--- src/cdor_consts.svh ---
`ifndef CDOR_CONSTS_SVH
`define CDOR_CONSTS_SVH

// ==========================================================
// Register map, low nibble of the register address only
`define CDOR_ADDR_BITS 4
`define CDOR_ADDR_STATUS 4'h0
`define CDOR_ADDR_CONFIG 4'h1
`define CDOR_ADDR_CTRL 4'h2
`define CDOR_ADDR_CMPS 4'h3

// ==========================================================
// Reset values and read answers
`define CDOR_STATUS_RST 8'h00
`define CDOR_CONFIG_RST 8'h20
`define CDOR_CTRL_RST 8'h00
`define CDOR_CMPS_RST 4'h0
`define CDOR_UNMAPPED_DATA 8'hff
`define CDOR_CONFIG_WR_MASK 8'h7f

// ==========================================================
// Charger control register fields
`define CDOR_NUM_ENABLES 7
`define CDOR_CTRL_OVERRIDE 7
`define CDOR_CTRL_SE_RX 0
`define CDOR_CTRL_CONTACT 1
`define CDOR_CTRL_VSRC 2
`define CDOR_CTRL_SWAP 3
`define CDOR_CTRL_ISINK 4
`define CDOR_CTRL_POS_PD 5
`define CDOR_CTRL_NEG_PD 6

// ==========================================================
// Configuration register fields
`define CDOR_CFG_SWITCH_ON 0
`define CDOR_CFG_LIMIT_EN 1
`define CDOR_CFG_SWITCH_OVR 2
`define CDOR_CFG_LIMIT_OVR 3
`define CDOR_CFG_MUX1 5
`define CDOR_CFG_MUX2 6

// ==========================================================
// Main status register fields
`define CDOR_STS_SUPPLY_OK 0
`define CDOR_STS_SWITCH_OPEN 2
`define CDOR_STS_LIMIT 3
`define CDOR_STS_DONE 4
`define CDOR_STS_KIND_LSB 5

`endif

--- src/cdor_pkg.sv ---
package cdor_pkg;
  typedef logic [7:0] cdor_byte_type;
  typedef logic [6:0] cdor_enables_type;
  typedef logic [3:0] cdor_addr_type;
  typedef logic [2:0] cdor_kind_type;
endpackage

--- src/cdor_regs.sv ---
`timescale 1ns/1ps
`include "cdor_consts.svh"

// Function
// - Override bit is clear after reset; detection machine owns the enables.
// - Override clear: stored bits 6..0 never drive the detection circuits.
// - Override set: bits 6..0 drive the detection circuit enables through one flop.
// - Bit 0 enables the single-ended line receivers; resets to 0, read/write.
// - Bit 1 turns on the contact current source on the positive line.
// - Bit 2 enables the data-line voltage source for detection.
// - Bit 3 swaps the detection attachment between lines, not the signal path.
// - Bit 4 enables the data-line current sink for detection.
// - Bit 5 connects the pull-down resistor on the positive line.
// - Bit 6 connects the pull-down resistor on the negative line.
// - Status bit 0 reads 1 when the line voltage comparator tripped.
// - Status bit 1 reads 1 when the positive line is above threshold.
// - Status bit 2 reads 1 when the negative line is above threshold.
// - Status bit 3 reads 1 when a high-current shorted charger is seen.
// - Dead-battery variant: limit on by default, path waits for host traffic.
// - Writes to read-only or undefined registers change no register; they still count as host traffic.
// - Only the low four address bits select a register.
// - Main status bit 4 reads 1 once automatic detection has finished.

module cdor_regs
  import cdor_pkg::*;
#(
  parameter bit DEAD_BATTERY = 1'b1
) (
  // Clock and reset
  input wire logic sys_clk_i,
  input wire logic reset_i,
  // Register port from the serial slave engine
  input wire logic [7:0] reg_addr_i,
  input wire logic reg_wr_i,
  input wire logic reg_rd_i,
  input wire cdor_byte_type reg_wdata_i,
  output cdor_byte_type reg_rdata_o,
  output logic reg_rvalid_o,
  // Detection state machine
  input wire cdor_enables_type fsm_en_i,
  input wire logic det_done_i,
  input wire cdor_kind_type charger_kind_i,
  // Analog comparators and supply monitor
  input wire logic line_voltage_tripped_i,
  input wire logic pos_line_high_i,
  input wire logic neg_line_high_i,
  input wire logic high_current_charger_seen_i,
  input wire logic supply_ok_i,
  input wire logic auto_switch_ok_i,
  // Detection circuit enables
  output logic single_ended_rx_on_o,
  output logic contact_source_on_o,
  output logic line_voltage_source_on_o,
  output logic detect_line_swap_o,
  output logic line_current_sink_on_o,
  output logic pos_line_pulldown_on_o,
  output logic neg_line_pulldown_on_o,
  // Supply path controls
  output logic protection_switch_closed_o,
  output logic current_limit_on_o,
  output logic mux1_on_o,
  output logic mux2_on_o
);

  // ==========================================================
  // Declarations
  cdor_byte_type ctrl_reg, next_ctrl_reg;
  cdor_byte_type config_reg, next_config_reg;
  logic [3:0] cmps_reg, next_cmps_reg;
  logic host_seen, next_host_seen;
  cdor_byte_type rdata, next_rdata;
  logic rvalid, next_rvalid;
  cdor_enables_type en_reg, next_en_reg;
  cdor_enables_type sel_en;
  logic sw_closed, next_sw_closed;
  logic limit_on, next_limit_on;
  logic mux1, next_mux1;
  logic mux2, next_mux2;
  cdor_addr_type addr_lo;
  cdor_byte_type status_view;
  logic sw_ovr, sw_on, lim_ovr, lim_en;

  // Upper address bits are don't-care, so registers alias every 16
  assign addr_lo = reg_addr_i[`CDOR_ADDR_BITS-1:0];

  // ==========================================================
  // Writable registers
  // Status and comparator addresses fall through untouched
  always_comb begin
    next_ctrl_reg = ctrl_reg;
    next_config_reg = config_reg;
    if (reg_wr_i) begin
      case (addr_lo)
        `CDOR_ADDR_CTRL: next_ctrl_reg = reg_wdata_i;
        `CDOR_ADDR_CONFIG: next_config_reg = reg_wdata_i & `CDOR_CONFIG_WR_MASK;
        default: next_ctrl_reg = ctrl_reg;
      endcase
    end
  end

  always_ff @(posedge sys_clk_i) begin
    if (reset_i) begin
      ctrl_reg <= `CDOR_CTRL_RST;
      config_reg <= `CDOR_CONFIG_RST;
    end else begin
      ctrl_reg <= next_ctrl_reg;
      config_reg <= next_config_reg;
    end
  end

  // ==========================================================
  // Comparator snapshot, one flop per input
  // Inputs are synchronous, so a single stage only aligns timing
  always_comb begin
    next_cmps_reg = {high_current_charger_seen_i,
                     neg_line_high_i,
                     pos_line_high_i,
                     line_voltage_tripped_i};
  end

  always_ff @(posedge sys_clk_i) begin
    if (reset_i) begin
      cmps_reg <= `CDOR_CMPS_RST;
    end else begin
      cmps_reg <= next_cmps_reg;
    end
  end

  // ==========================================================
  // Host traffic seen since reset
  // Any read or write counts; gates the default path on dead battery
  always_comb begin
    next_host_seen = host_seen | reg_wr_i | reg_rd_i;
  end

  always_ff @(posedge sys_clk_i) begin
    if (reset_i) begin
      host_seen <= 1'b0;
    end else begin
      host_seen <= next_host_seen;
    end
  end

  // ==========================================================
  // Enable ownership select
  cdor_enable_mux u_enable_mux (
    .override_i(ctrl_reg[`CDOR_CTRL_OVERRIDE]),
    .reg_en_i(ctrl_reg[`CDOR_NUM_ENABLES-1:0]),
    .fsm_en_i(fsm_en_i),
    .en_o(sel_en)
  );

  // Registered so the analog side never sees a decode glitch
  always_comb begin
    next_en_reg = sel_en;
  end

  always_ff @(posedge sys_clk_i) begin
    if (reset_i) begin
      en_reg <= '0;
    end else begin
      en_reg <= next_en_reg;
    end
  end

  assign single_ended_rx_on_o = en_reg[`CDOR_CTRL_SE_RX];
  assign contact_source_on_o = en_reg[`CDOR_CTRL_CONTACT];
  assign line_voltage_source_on_o = en_reg[`CDOR_CTRL_VSRC];
  assign detect_line_swap_o = en_reg[`CDOR_CTRL_SWAP];
  assign line_current_sink_on_o = en_reg[`CDOR_CTRL_ISINK];
  assign pos_line_pulldown_on_o = en_reg[`CDOR_CTRL_POS_PD];
  assign neg_line_pulldown_on_o = en_reg[`CDOR_CTRL_NEG_PD];

  // ==========================================================
  // Supply path: protection switch, current limit, muxes
  assign sw_on = config_reg[`CDOR_CFG_SWITCH_ON];
  assign sw_ovr = config_reg[`CDOR_CFG_SWITCH_OVR];
  assign lim_en = config_reg[`CDOR_CFG_LIMIT_EN];
  assign lim_ovr = config_reg[`CDOR_CFG_LIMIT_OVR];

  // Supply fault always wins; the host cannot close into overvoltage
  always_comb begin
    next_sw_closed = 1'b0;
    if (supply_ok_i) begin
      if (sw_ovr) begin
        next_sw_closed = sw_on;
      end else begin
        next_sw_closed = auto_switch_ok_i & (host_seen | ~DEAD_BATTERY);
      end
    end
    if (lim_ovr) begin
      next_limit_on = lim_en;
    end else begin
      next_limit_on = DEAD_BATTERY & ~(sw_ovr & sw_on);
    end
    next_mux1 = config_reg[`CDOR_CFG_MUX1];
    next_mux2 = config_reg[`CDOR_CFG_MUX2];
  end

  always_ff @(posedge sys_clk_i) begin
    if (reset_i) begin
      sw_closed <= 1'b0;
      limit_on <= 1'b0;
      mux1 <= 1'b0;
      mux2 <= 1'b0;
    end else begin
      sw_closed <= next_sw_closed;
      limit_on <= next_limit_on;
      mux1 <= next_mux1;
      mux2 <= next_mux2;
    end
  end

  assign protection_switch_closed_o = sw_closed;
  assign current_limit_on_o = limit_on;
  assign mux1_on_o = mux1;
  assign mux2_on_o = mux2;

  // ==========================================================
  // Main status view
  always_comb begin
    status_view = `CDOR_STATUS_RST;
    status_view[`CDOR_STS_SUPPLY_OK] = supply_ok_i;
    status_view[`CDOR_STS_SWITCH_OPEN] = ~sw_closed;
    status_view[`CDOR_STS_LIMIT] = limit_on;
    status_view[`CDOR_STS_DONE] = det_done_i;
    status_view[7:`CDOR_STS_KIND_LSB] = charger_kind_i;
  end

  // ==========================================================
  // Read path, answered one cycle after the request
  // Reads of the control register return the stored bits, not the enables
  always_comb begin
    next_rvalid = reg_rd_i;
    next_rdata = rdata;
    if (reg_rd_i) begin
      case (addr_lo)
        `CDOR_ADDR_STATUS: next_rdata = status_view;
        `CDOR_ADDR_CONFIG: next_rdata = config_reg;
        `CDOR_ADDR_CTRL: next_rdata = ctrl_reg;
        `CDOR_ADDR_CMPS: next_rdata = {4'h0, cmps_reg};
        default: next_rdata = `CDOR_UNMAPPED_DATA;
      endcase
    end
  end

  always_ff @(posedge sys_clk_i) begin
    if (reset_i) begin
      rdata <= 8'h00;
      rvalid <= 1'b0;
    end else begin
      rdata <= next_rdata;
      rvalid <= next_rvalid;
    end
  end

  assign reg_rdata_o = rdata;
  assign reg_rvalid_o = rvalid;
endmodule

--- src/cdor_enable_mux.sv ---
`timescale 1ns/1ps
`include "cdor_consts.svh"

module cdor_enable_mux
  import cdor_pkg::*;
(
  // Selection
  input wire logic override_i,
  // Enable sources
  input wire cdor_enables_type reg_en_i,
  input wire cdor_enables_type fsm_en_i,
  // Selected enables
  output cdor_enables_type en_o
);

  // ==========================================================
  // Per-enable owner select
  // Stored bits never reach the analog side unless the host owns it
  for (genvar i = 0; i < `CDOR_NUM_ENABLES; i++) begin : g_sel
    assign en_o[i] = override_i ? reg_en_i[i] : fsm_en_i[i];
  end

endmodule

--- config.mk ---
export PLATFORM = sky130hd
export DESIGN_NAME = cdor_regs
export DESIGN_NICKNAME = d
export VERILOG_FILES = /design/src/cdor_pkg.sv /design/src/cdor_regs.sv /design/src/cdor_enable_mux.sv
export VERILOG_INCLUDE_DIRS = /design/src
export SDC_FILE = /design/constraint.sdc
export NUM_CORES = 1
export LEC_CHECK = 0
export BUFFER_PORTS_ARGS = -buffer_cell sky130_fd_sc_hd__buf_4
export CORE_ASPECT_RATIO = 0.75
export CORE_MARGIN = 3
export CORE_UTILIZATION = 36
export CTS_BUF_LIST = sky130_fd_sc_hd__clkbuf_16
export DETAILED_ROUTE_END_ITERATION = 7
export HOLD_SLACK_MARGIN = 0.12
export PLACE_DENSITY = 0.59
export SYNTH_ARGS = -nofsm -noshare
export SYNTH_HDL_FRONTEND = slang
export SYNTH_SLANG_ARGS = --single-unit
--- constraint.sdc ---
create_clock -name sys_clk_i -period 1 [get_ports sys_clk_i]
set_input_delay 0.1 -clock sys_clk_i [delete_from_list [all_inputs] [get_ports sys_clk_i]]
set_output_delay 0.1 -clock sys_clk_i [all_outputs]
set_load 0.05 [all_outputs]
; ---- Word level (Yosys, flattened, before mapping)
; Index checks and enable logic that the tools add are counted.
[classes]
n_eq_ne = 3
mux = 10
n_bitwise = 7
n_reduce_logical = 4
[op_table]
columns = cell, n
row1 = $pmux 8 s4, 1
row2 = $mux 1, 9
row3 = $eq 4x2->1 const B, 2
row4 = $eq 4x1->1 const B, 1
row5 = $logic_not 4->1, 1
row6 = $reduce_and 2->1, 2
row7 = $not 1->1, 3
row8 = $and 1x1->1, 2
row9 = $or 1x1->1, 2
row10 = $reduce_or 2->1, 1
[totals]
ff_bits = 40
out_inout_bits = 20
elab_cells = 35

; ---- Logic depth before layout (Yosys ltp)
; Gate-level depths: netlist of the first run.
[depth]
word_depth = 3
mapped_depth = 4
mapped_depth_nobuf = 3

; ---- By module
; From an unflattened synthesis of the first run, not the netlist that was laid out.
[unflattened]
hier_cells = 174
area_unflattened_um2 = 1685.4
[modules_own_cells]
columns = module, n_inst, cells_per_inst, area_each_um2, seq_area_each_um2
row1 = cdor_regs, 1, 166, 1569.0, 800.8
row2 = cdor_enable_mux, 1, 8, 116.4, 0.0

; ---- Least setup slack after synthesis of the first run
; OpenSTA, ideal clock, no wires.
[synth_path]
kind = reg-to-reg
from = register limit_on, in the netlist current_limit_on_o
to = register rdata[3], in the netlist reg_rdata_o[3]
setup_time_ps = 86
arrival_time_ps = 1195
t_required_ps = 914
slack_ps = -281
stages_incl_launch_ff = 4
path_buffers = 0
period_less_slack_ps = 1281
cell_sequence = dfxtp_1 -> mux2i_1 -> or2_2 -> a211oi_1
[synth_between]
elab_chain_cells = 1
[synth_rtl]
columns = item, line_no
row1 = from (decl), cdor_regs.sv:76  ; logic limit_on, next_limit_on;
row2 = from (signal assigned), cdor_regs.sv:208  ; limit_on <= next_limit_on;
row3 = $pmux 8 s4, cdor_regs.sv:237  ; case (addr_lo)
row4 = to (signal assigned), cdor_regs.sv:252  ; rdata <= next_rdata;
row5 = to (decl), cdor_regs.sv:71  ; cdor_byte_type rdata, next_rdata;
; Every way passes these cells.
; A chain may end at the register's enable or synchronous reset.

; ---- Worst setup path after layout of the first run
[layout_path]
from = register ctrl_reg[1]
to = register rdata[1], in the netlist reg_rdata_o[1]
[layout_between]
elab_chain_cells = 1
[layout_rtl]
columns = item, line_no
row1 = from (decl), cdor_regs.sv:67  ; cdor_byte_type ctrl_reg, next_ctrl_reg;
row2 = from (signal assigned), cdor_regs.sv:103  ; ctrl_reg <= `CDOR_CTRL_RST;
row3 = from (signal assigned), cdor_regs.sv:106  ; ctrl_reg <= next_ctrl_reg;
row4 = $pmux 8 s4, cdor_regs.sv:237
; Every way passes these cells.

==> out/results.ini, run 1 <==
[drt]
wl_per_cell_um = 15.4
firstDrtPassIters = 4
drc_errors = 0
drtIter0Drc = 46
routed-via-count = 1592
ant_nets = 0
post_drt_via_cell_ratio = 5.07
wl_um = 4830

[final_layout]
fillerInstances = 360
final_cell_area_um2 = 2540
final_util_pct = 60.8
layout-drive-gt1-share_pct = 36.7
fin_nets = 295
synthToLayoutAreaGrowth_pct = 57.3
antenna_cells = 0
fin_cells = 314

[sta]
period_minus_slack_ns = 1.00
finalCritPeriodShare_pct = 100
final_max_slew_viol_count = 0
tns_ns = -0.00479
postLayoutSetupSlackWorst_ns = -0.00479
fin_hold_ws_ns = 0.147
rsz0062_at_grt = yes
hold_viol = 0
tightest_slew_ns = 0.429
fin_skew_ns = 0.00494
slew_headroom_pct = 71.3
setup_viol = 1
max_freq_mhz = 995

[floorplan]
initial_core_util_pct = 38.7
design.core.area_um2 = 4180
rows = 20
dieWidth_um = 83.4
ios = 57
dieArea_um2 = 5340
die_h_um = 64.0

[pwr]
p_sw_share_pct = 26.4
leakage_nw = 1.06
cellPowerDensity_nw_per_um2 = 1540
power_frac_seq_pct = 43.4
pwr-share-comb_pct = 17.8
p_int_mw = 2.88
p_total_mw = 3.91
power.switching_mw = 1.03
clkPwrFrac_pct = 38.8
ir_drop_v = 0.000968

[synthesis]
synth_common_cells = dfxtp_1 (40), nor2_1 (18), a21oi_1 (17)
syn_area_um2 = 1620
synth_top_area_share_pct = 49.5
netlist_top_cells_area = dfxtp_1 (50%), mux2i_1 (5.6%), a21oi_1 (5.3%), nand3_1 (4.6%), o21ai_0 (4.6%)
ys_seq_area_share_pct = 49.5
yosys_register_bits = 40
ys_async_sr_fraction_pct = 0
syn_nets = 212
synth_flop_cell = dfxtp_1
synth_largest_area_cell = dfxtp_1
synth_cells = 175
synth_most_common_cell = dfxtp_1
yosysWarnings = 0
syn_avg_cell_area_um2 = 9.24
synth_cell_types = 28
synth_edf_count = 0

[place]
io_buffers = 52
finalWeightedCongestion = 0.908
placed_cell_area_um2 = 2160
placed_cells = 285
place_hpwl_um = 3290
place_ws_ns = -0.250

[global_routing]
grt_pass1_wl_um = 7940
antenna_found_initial = 0
grt.overflow.total = 0
grt_pass1_vias = 1647
grt_max_degree = 25
grt_use_total_pct = 19.0

[critical_path]
r2r_cells = 3
required_ns = 1.16
r2r-end = reg_rdata_o[1]
crit_fanout = 2
cp-end-kind = flip-flop
path_class = reg -> reg
timing.rr.start = ctrl_reg[1]
rrSetupSlack_ns = -0.005
worstSetupStartpointType = flip-flop
cp.arrival_ns = 1.17

[clock_network]
clkLatencyLatePin_ns = 0.28
cts_tree = yes
htreeDepth = 2
clk_pin_slew_worst_paths_ns = 0.06
clock_path_buffers = 2
cts_setup_buffers = 0
cts_made_buffers = 5
cts_root_buffer = clkbuf_16
cts.sinks = 40

[outcome]
violations = setup timing
status = finished with violations

[worst_hold_path]
min_delay_worst_endpoint = reg_rdata_o[3]
worstHoldStart = reset_i
min_path_type = in -> reg
hold_depth = 2

[job]
cap_violations = 0

-- how the worst max path moves through the flow --
stage / startpoint / endpoint / slack [ns] / cells after the start
after detailed placement: reg_addr_i[3] / reg_rdata_o[5] / -0.25 / 4
after global routing: ctrl_reg[1] / reg_rdata_o[1] / -0.03 / 3
final: ctrl_reg[1] / reg_rdata_o[1] / -0.005 / 3
after floorplan: reg_addr_i[3] / reg_rdata_o[4] / -0.03 / 4
after global placement: reg_addr_i[3] / reg_rdata_o[2] / -0.20 / 4
after CTS: reg_addr_i[3] / reg_rdata_o[0] / 0.002 / 4
-- timing repair --
item	in CTS	in global routing
pin swaps	0	3
resized for setup	3	6
setup endpoints to repair	2	5
hold endpoints to repair	28	0
hold buffers	21	0
-- placed cells by master, fill, tap and decap left out --
| master | netlist | layout |
|---|---|---|
| buf_4 | 2 | 67 |
| dfxtp_1 | 40 | 35 |
| dlygate4sd3_1 | 0 | 21 |
| nor2_1 | 18 | 18 |
| a21oi_1 | 17 | 17 |
| nand3_1 | 15 | 15 |
| nor2b_1 | 10 | 10 |
| o21ai_1 | 1 | 10 |
| mux2i_1 | 9 | 9 |
| o21ai_0 | 15 | 6 |
| nand2_1 | 5 | 5 |
| clkbuf_16 | 0 | 5 |
| a221oi_1 | 7 | 4 |
| a211oi_1 | 6 | 4 |
| dfxtp_2 | 0 | 4 |
| nor3_1 | 3 | 3 |
| a221oi_2 | 0 | 3 |
| or3b_4 | 1 | 2 |
| nand2b_1 | 2 | 2 |
| nor4b_2 | 2 | 2 |
| or2_4 | 0 | 2 |
| a211oi_2 | 0 | 2 |
| clkinv_2 | 0 | 2 |
| nor3b_2 | 1 | 1 |
| and3b_1 | 1 | 1 |
| inv_1 | 1 | 1 |
| mux2_2 | 2 | 1 |
| and4bb_2 | 1 | 1 |
| a211o_1 | 1 | 1 |
| mux2_4 | 0 | 1 |
| nand3b_1 | 1 | 1 |
| clkinv_1 | 0 | 1 |
| dfxtp_4 | 0 | 1 |
| buf_12 | 0 | 1 |
-- logic make-up after synthesis --
kind of cell	count (synthesis)	synth area share (%)
AND/OR/NAND/NOR	63	22.0
flip-flops	40	49.5
buffers and inverters	14	4.18
AO/OA/AOI/OAI	47	17.3
multiplexers	11	6.97
-- worst max-delay path, cell delays in order (launching register included) --
cell      delay, ns
dfxtp_2        0.32
mux2_4         0.27
a221oi_2       0.23
nor3_1         0.07
-- area by class of cell --
cell class | instances | area (µm²) | area share (%)
flip-flops and latches | 40 | 810 | 31.8
multi-input cells | 121 | 788 | 31.0
repair buffers | 89 | 733 | 28.8
clock buffers | 5 | 125 | 4.92
well taps | 55 | 68.8 | 2.71
clock inverters | 3 | 13.8 | 0.541
inverters | 1 | 3.75 | 0.148
-- routing by layer --
metal  up-vias  global-route usage, %  routed length [µm]
met5         -                      0                   0
li1        793                      -                   -
met2        49                   31.5                2310
met4         0                   6.94                  95
met3        11                   6.57                 285
met1       739                   22.9                2140
-- power by group through the flow --
stage	registers [mW]	logic (mW)	clock network, mW
2_1_floorplan	1.89	0.182	0
4_1_cts	1.70	0.684	1.54
5_1_grt	1.70	0.743	1.61
3_5_place_dp	1.73	0.613	0
6_report	1.70	0.696	1.52
3_3_place_gp	1.73	0.605	0
Power figures use the tool's default switching activity.
==> run 2: changes to the inputs <==
==> constraint.sdc (replaced) <==
create_clock -name sys_clk_i -period 1 [get_ports sys_clk_i]
set_input_delay 0.2 -clock sys_clk_i [delete_from_list [all_inputs] [get_ports sys_clk_i]]
set_output_delay 0.2 -clock sys_clk_i [all_outputs]
set_load 0.05 [all_outputs]
==> out/results.ini, run 2 (synthesized netlist as in run 1, its figures left out) <==
[clock_network]
clock_path_buffers = 2  ; unchanged
cts_hold_buf = 0  ; -100%
clkLatencyLatePin_ns = 0.28  ; about the same
cts_tree = yes
cts_setup_buffers = 0  ; unchanged
cts_root_buffer = clkbuf_16
clk_pin_slew_worst_paths_ns = 0.05  ; about the same
cts.sinks = 40  ; unchanged
htreeDepth = 2  ; unchanged
cts_made_buffers = 5  ; unchanged

[final_layout]
layout-drive-gt1-share_pct = 46.3  ; +9.6 points
layout_commonest_cell = buf_4
layout_common_cells = buf_4 (52), dfxtp_1 (29), nor2_1 (18), buf_6 (17), a21oi_1 (16)
antenna_cells = 0  ; unchanged
fin_nets = 279  ; -5.4%
fillerInstances = 386  ; +7.2%
synthToLayoutAreaGrowth_pct = 56.1

[outcome]
violations = setup timing
status = finished with violations

[critical_path]
max_stage_delay_ns = 0.32  ; about the same
cp.arrival_ns = 1.18  ; about the same
crit_chain = mux2_2 > a221oi_2 > nor3_2
cp-end-kind = flip-flop
worstSetupStartpointType = flip-flop
critical-path-slowest-cell = dfxtp_2
crit_fanout = 2  ; unchanged
path_class = reg -> reg
required_ns = 1.16  ; about the same

[drt]
wl_um = 4530  ; -6.3%
ant_nets = 0  ; unchanged
post_drt_via_cell_ratio = 5.11  ; +0.88%
firstDrtPassIters = 4  ; unchanged
drc_errors = 0  ; unchanged
wl_per_cell_um = 15.2  ; -0.93%
routed-via-count = 1519  ; -4.6%
drtIter0Drc = 51  ; +11%

[pwr]
power_frac_seq_pct = 44.2  ; +0.8 points
power.switching_mw = 1.00  ; -3.0%
clkPwrFrac_pct = 37.9  ; -0.9 points
p_sw_share_pct = 25.9  ; -0.53 points
pwr-share-comb_pct = 17.9  ; about the same
leakage_nw = 1.04  ; -1.7%
p_int_mw = 2.87  ; -0.28%
ir_drop_v = 0.000921  ; -4.9%
cellPowerDensity_nw_per_um2 = 1530  ; -0.26%

[floorplan]
design.core.area_um2 = 4180  ; unchanged
die_h_um = 64.0  ; unchanged
dieWidth_um = 83.4  ; unchanged
ios = 57  ; unchanged
initial_core_util_pct = 38.7  ; unchanged
rows = 20  ; unchanged
dieArea_um2 = 5340  ; unchanged

[sta]
setup_viol = 1  ; unchanged
postLayoutSetupSlackWorst_ns = -0.0230  ; -0.0182 ns
finalCritPeriodShare_pct = 102  ; +1.8 points
slew_headroom_pct = 76.9  ; +5.6 points
final_max_slew_viol_count = 0  ; unchanged
max_freq_mhz = 977  ; -1.8%
tightest_slew_ns = 0.346  ; -0.0833 ns
fin_skew_ns = 0.00611  ; +0.00117 ns
tns_ns = -0.0230  ; -0.0182 ns
hold_viol = 0  ; unchanged
fin_hold_ws_ns = 0.135  ; -0.0119 ns
period_minus_slack_ns = 1.02  ; +0.0182 ns
rsz0062_at_grt = yes

[global_routing]
grt_use_total_pct = 17.6  ; -1.5 points
grt_pass1_vias = 1565  ; -5.0%
antenna_found_initial = 0  ; unchanged
grt_max_degree = 23  ; -8.0%
grt_pass1_wl_um = 7430  ; -6.4%
grt.overflow.total = 0  ; unchanged

[place]
finalWeightedCongestion = 0.823  ; -9.4%
place_hpwl_um = 3300  ; +0.30%
io_buffers = 52  ; unchanged
place_ws_ns = -0.310  ; -0.0595 ns

[job]
cap_violations = 0  ; unchanged

[worst_hold_path]
min_path_type = in -> reg

run 2: cell types whose count changed in the layout (fill, tap and decap cells not counted), sizes merged:
| cell | before | now |
|---|---|---|
| inv | 1 | 2 |
| dlygate4sd3 | 21 | 0 |
| clkinv | 3 | 1 |
| or3b | 2 | 3 |
| buf | 68 | 72 |
run 2: worst paths after layout:
check,startpoint,to,slack [ns],cells after the start
setup reg to reg,ctrl_reg[1],reg_rdata_o[1],-0.02,3
hold / removal,high_current_charger_seen_i,cmps_reg[3],0.14,2
hold reg to reg,reg_rdata_o[7],reg_rdata_o[7],0.49,2
setup / recovery,ctrl_reg[1],reg_rdata_o[1],-0.02,3
run 2: layout make-up:
class / count / area (µm²) / share of cell area [%]
tap: 55 / 68.8 / 2.73
inverter: 1 / 3.75 / 0.149
timing repair buffer: 72 / 632 / 25.0
sequential: 40 / 815 / 32.3
clock inverter: 2 / 8.76 / 0.347
clock buffer: 5 / 125 / 4.96
multi-input combinational: 122 / 871 / 34.5
run 2: metal layers:
metal / part of all wire, % / global-route usage [%] / vias up / routed length [µm]
met5: 0 / 0 / - / 0
met4: 0.84 / 4.29 / 0 / 38
met3: 4.5 / 5.67 / 7 / 205
met2: 49 / 30.3 / 36 / 2210
met1: 46 / 21.3 / 716 / 2080
li1: - / - / 760 / -
run 2: repair_timing:
| action | 4_1_cts | 5_1_grt |
|---|---|---|
| gates cloned | 0 | 1 |
| gates resized for setup | 20 | 27 |
| endpoints found under the hold margin | 0 | 0 |
| setup endpoints to repair | 18 | 37 |
| pin swaps | 0 | 5 |
run 2: worst max-delay path, delay by kind of cell, from the launching register on:
family | cells | cell delay [ns]
and+or+nand+nor | 1 | 0.06
muxes | 1 | 0.26
DFF | 1 | 0.32
AOI/OAI and AO/OA | 1 | 0.26
run 2: per-stage QoR:
stage	utilization (%)	power, mW	instances	instance area, µm²
after floorplan	-	2.09	175	1680
after global placement	53.1	2.35	289	2220
after detailed placement	53.1	2.36	289	2220
after CTS	57.7	3.86	296	2410
after global routing	60.4	4.04	297	2520
final	60.4	3.87	297	2520
run 2: power groups by stage:
stage	registers (mW)	logic, mW	clock network, mW
3_3_place_gp	1.73	0.621	0
3_5_place_dp	1.73	0.627	0
6_report	1.71	0.694	1.47
2_1_floorplan	1.90	0.189	0
4_1_cts	1.70	0.656	1.51
5_1_grt	1.72	0.741	1.58
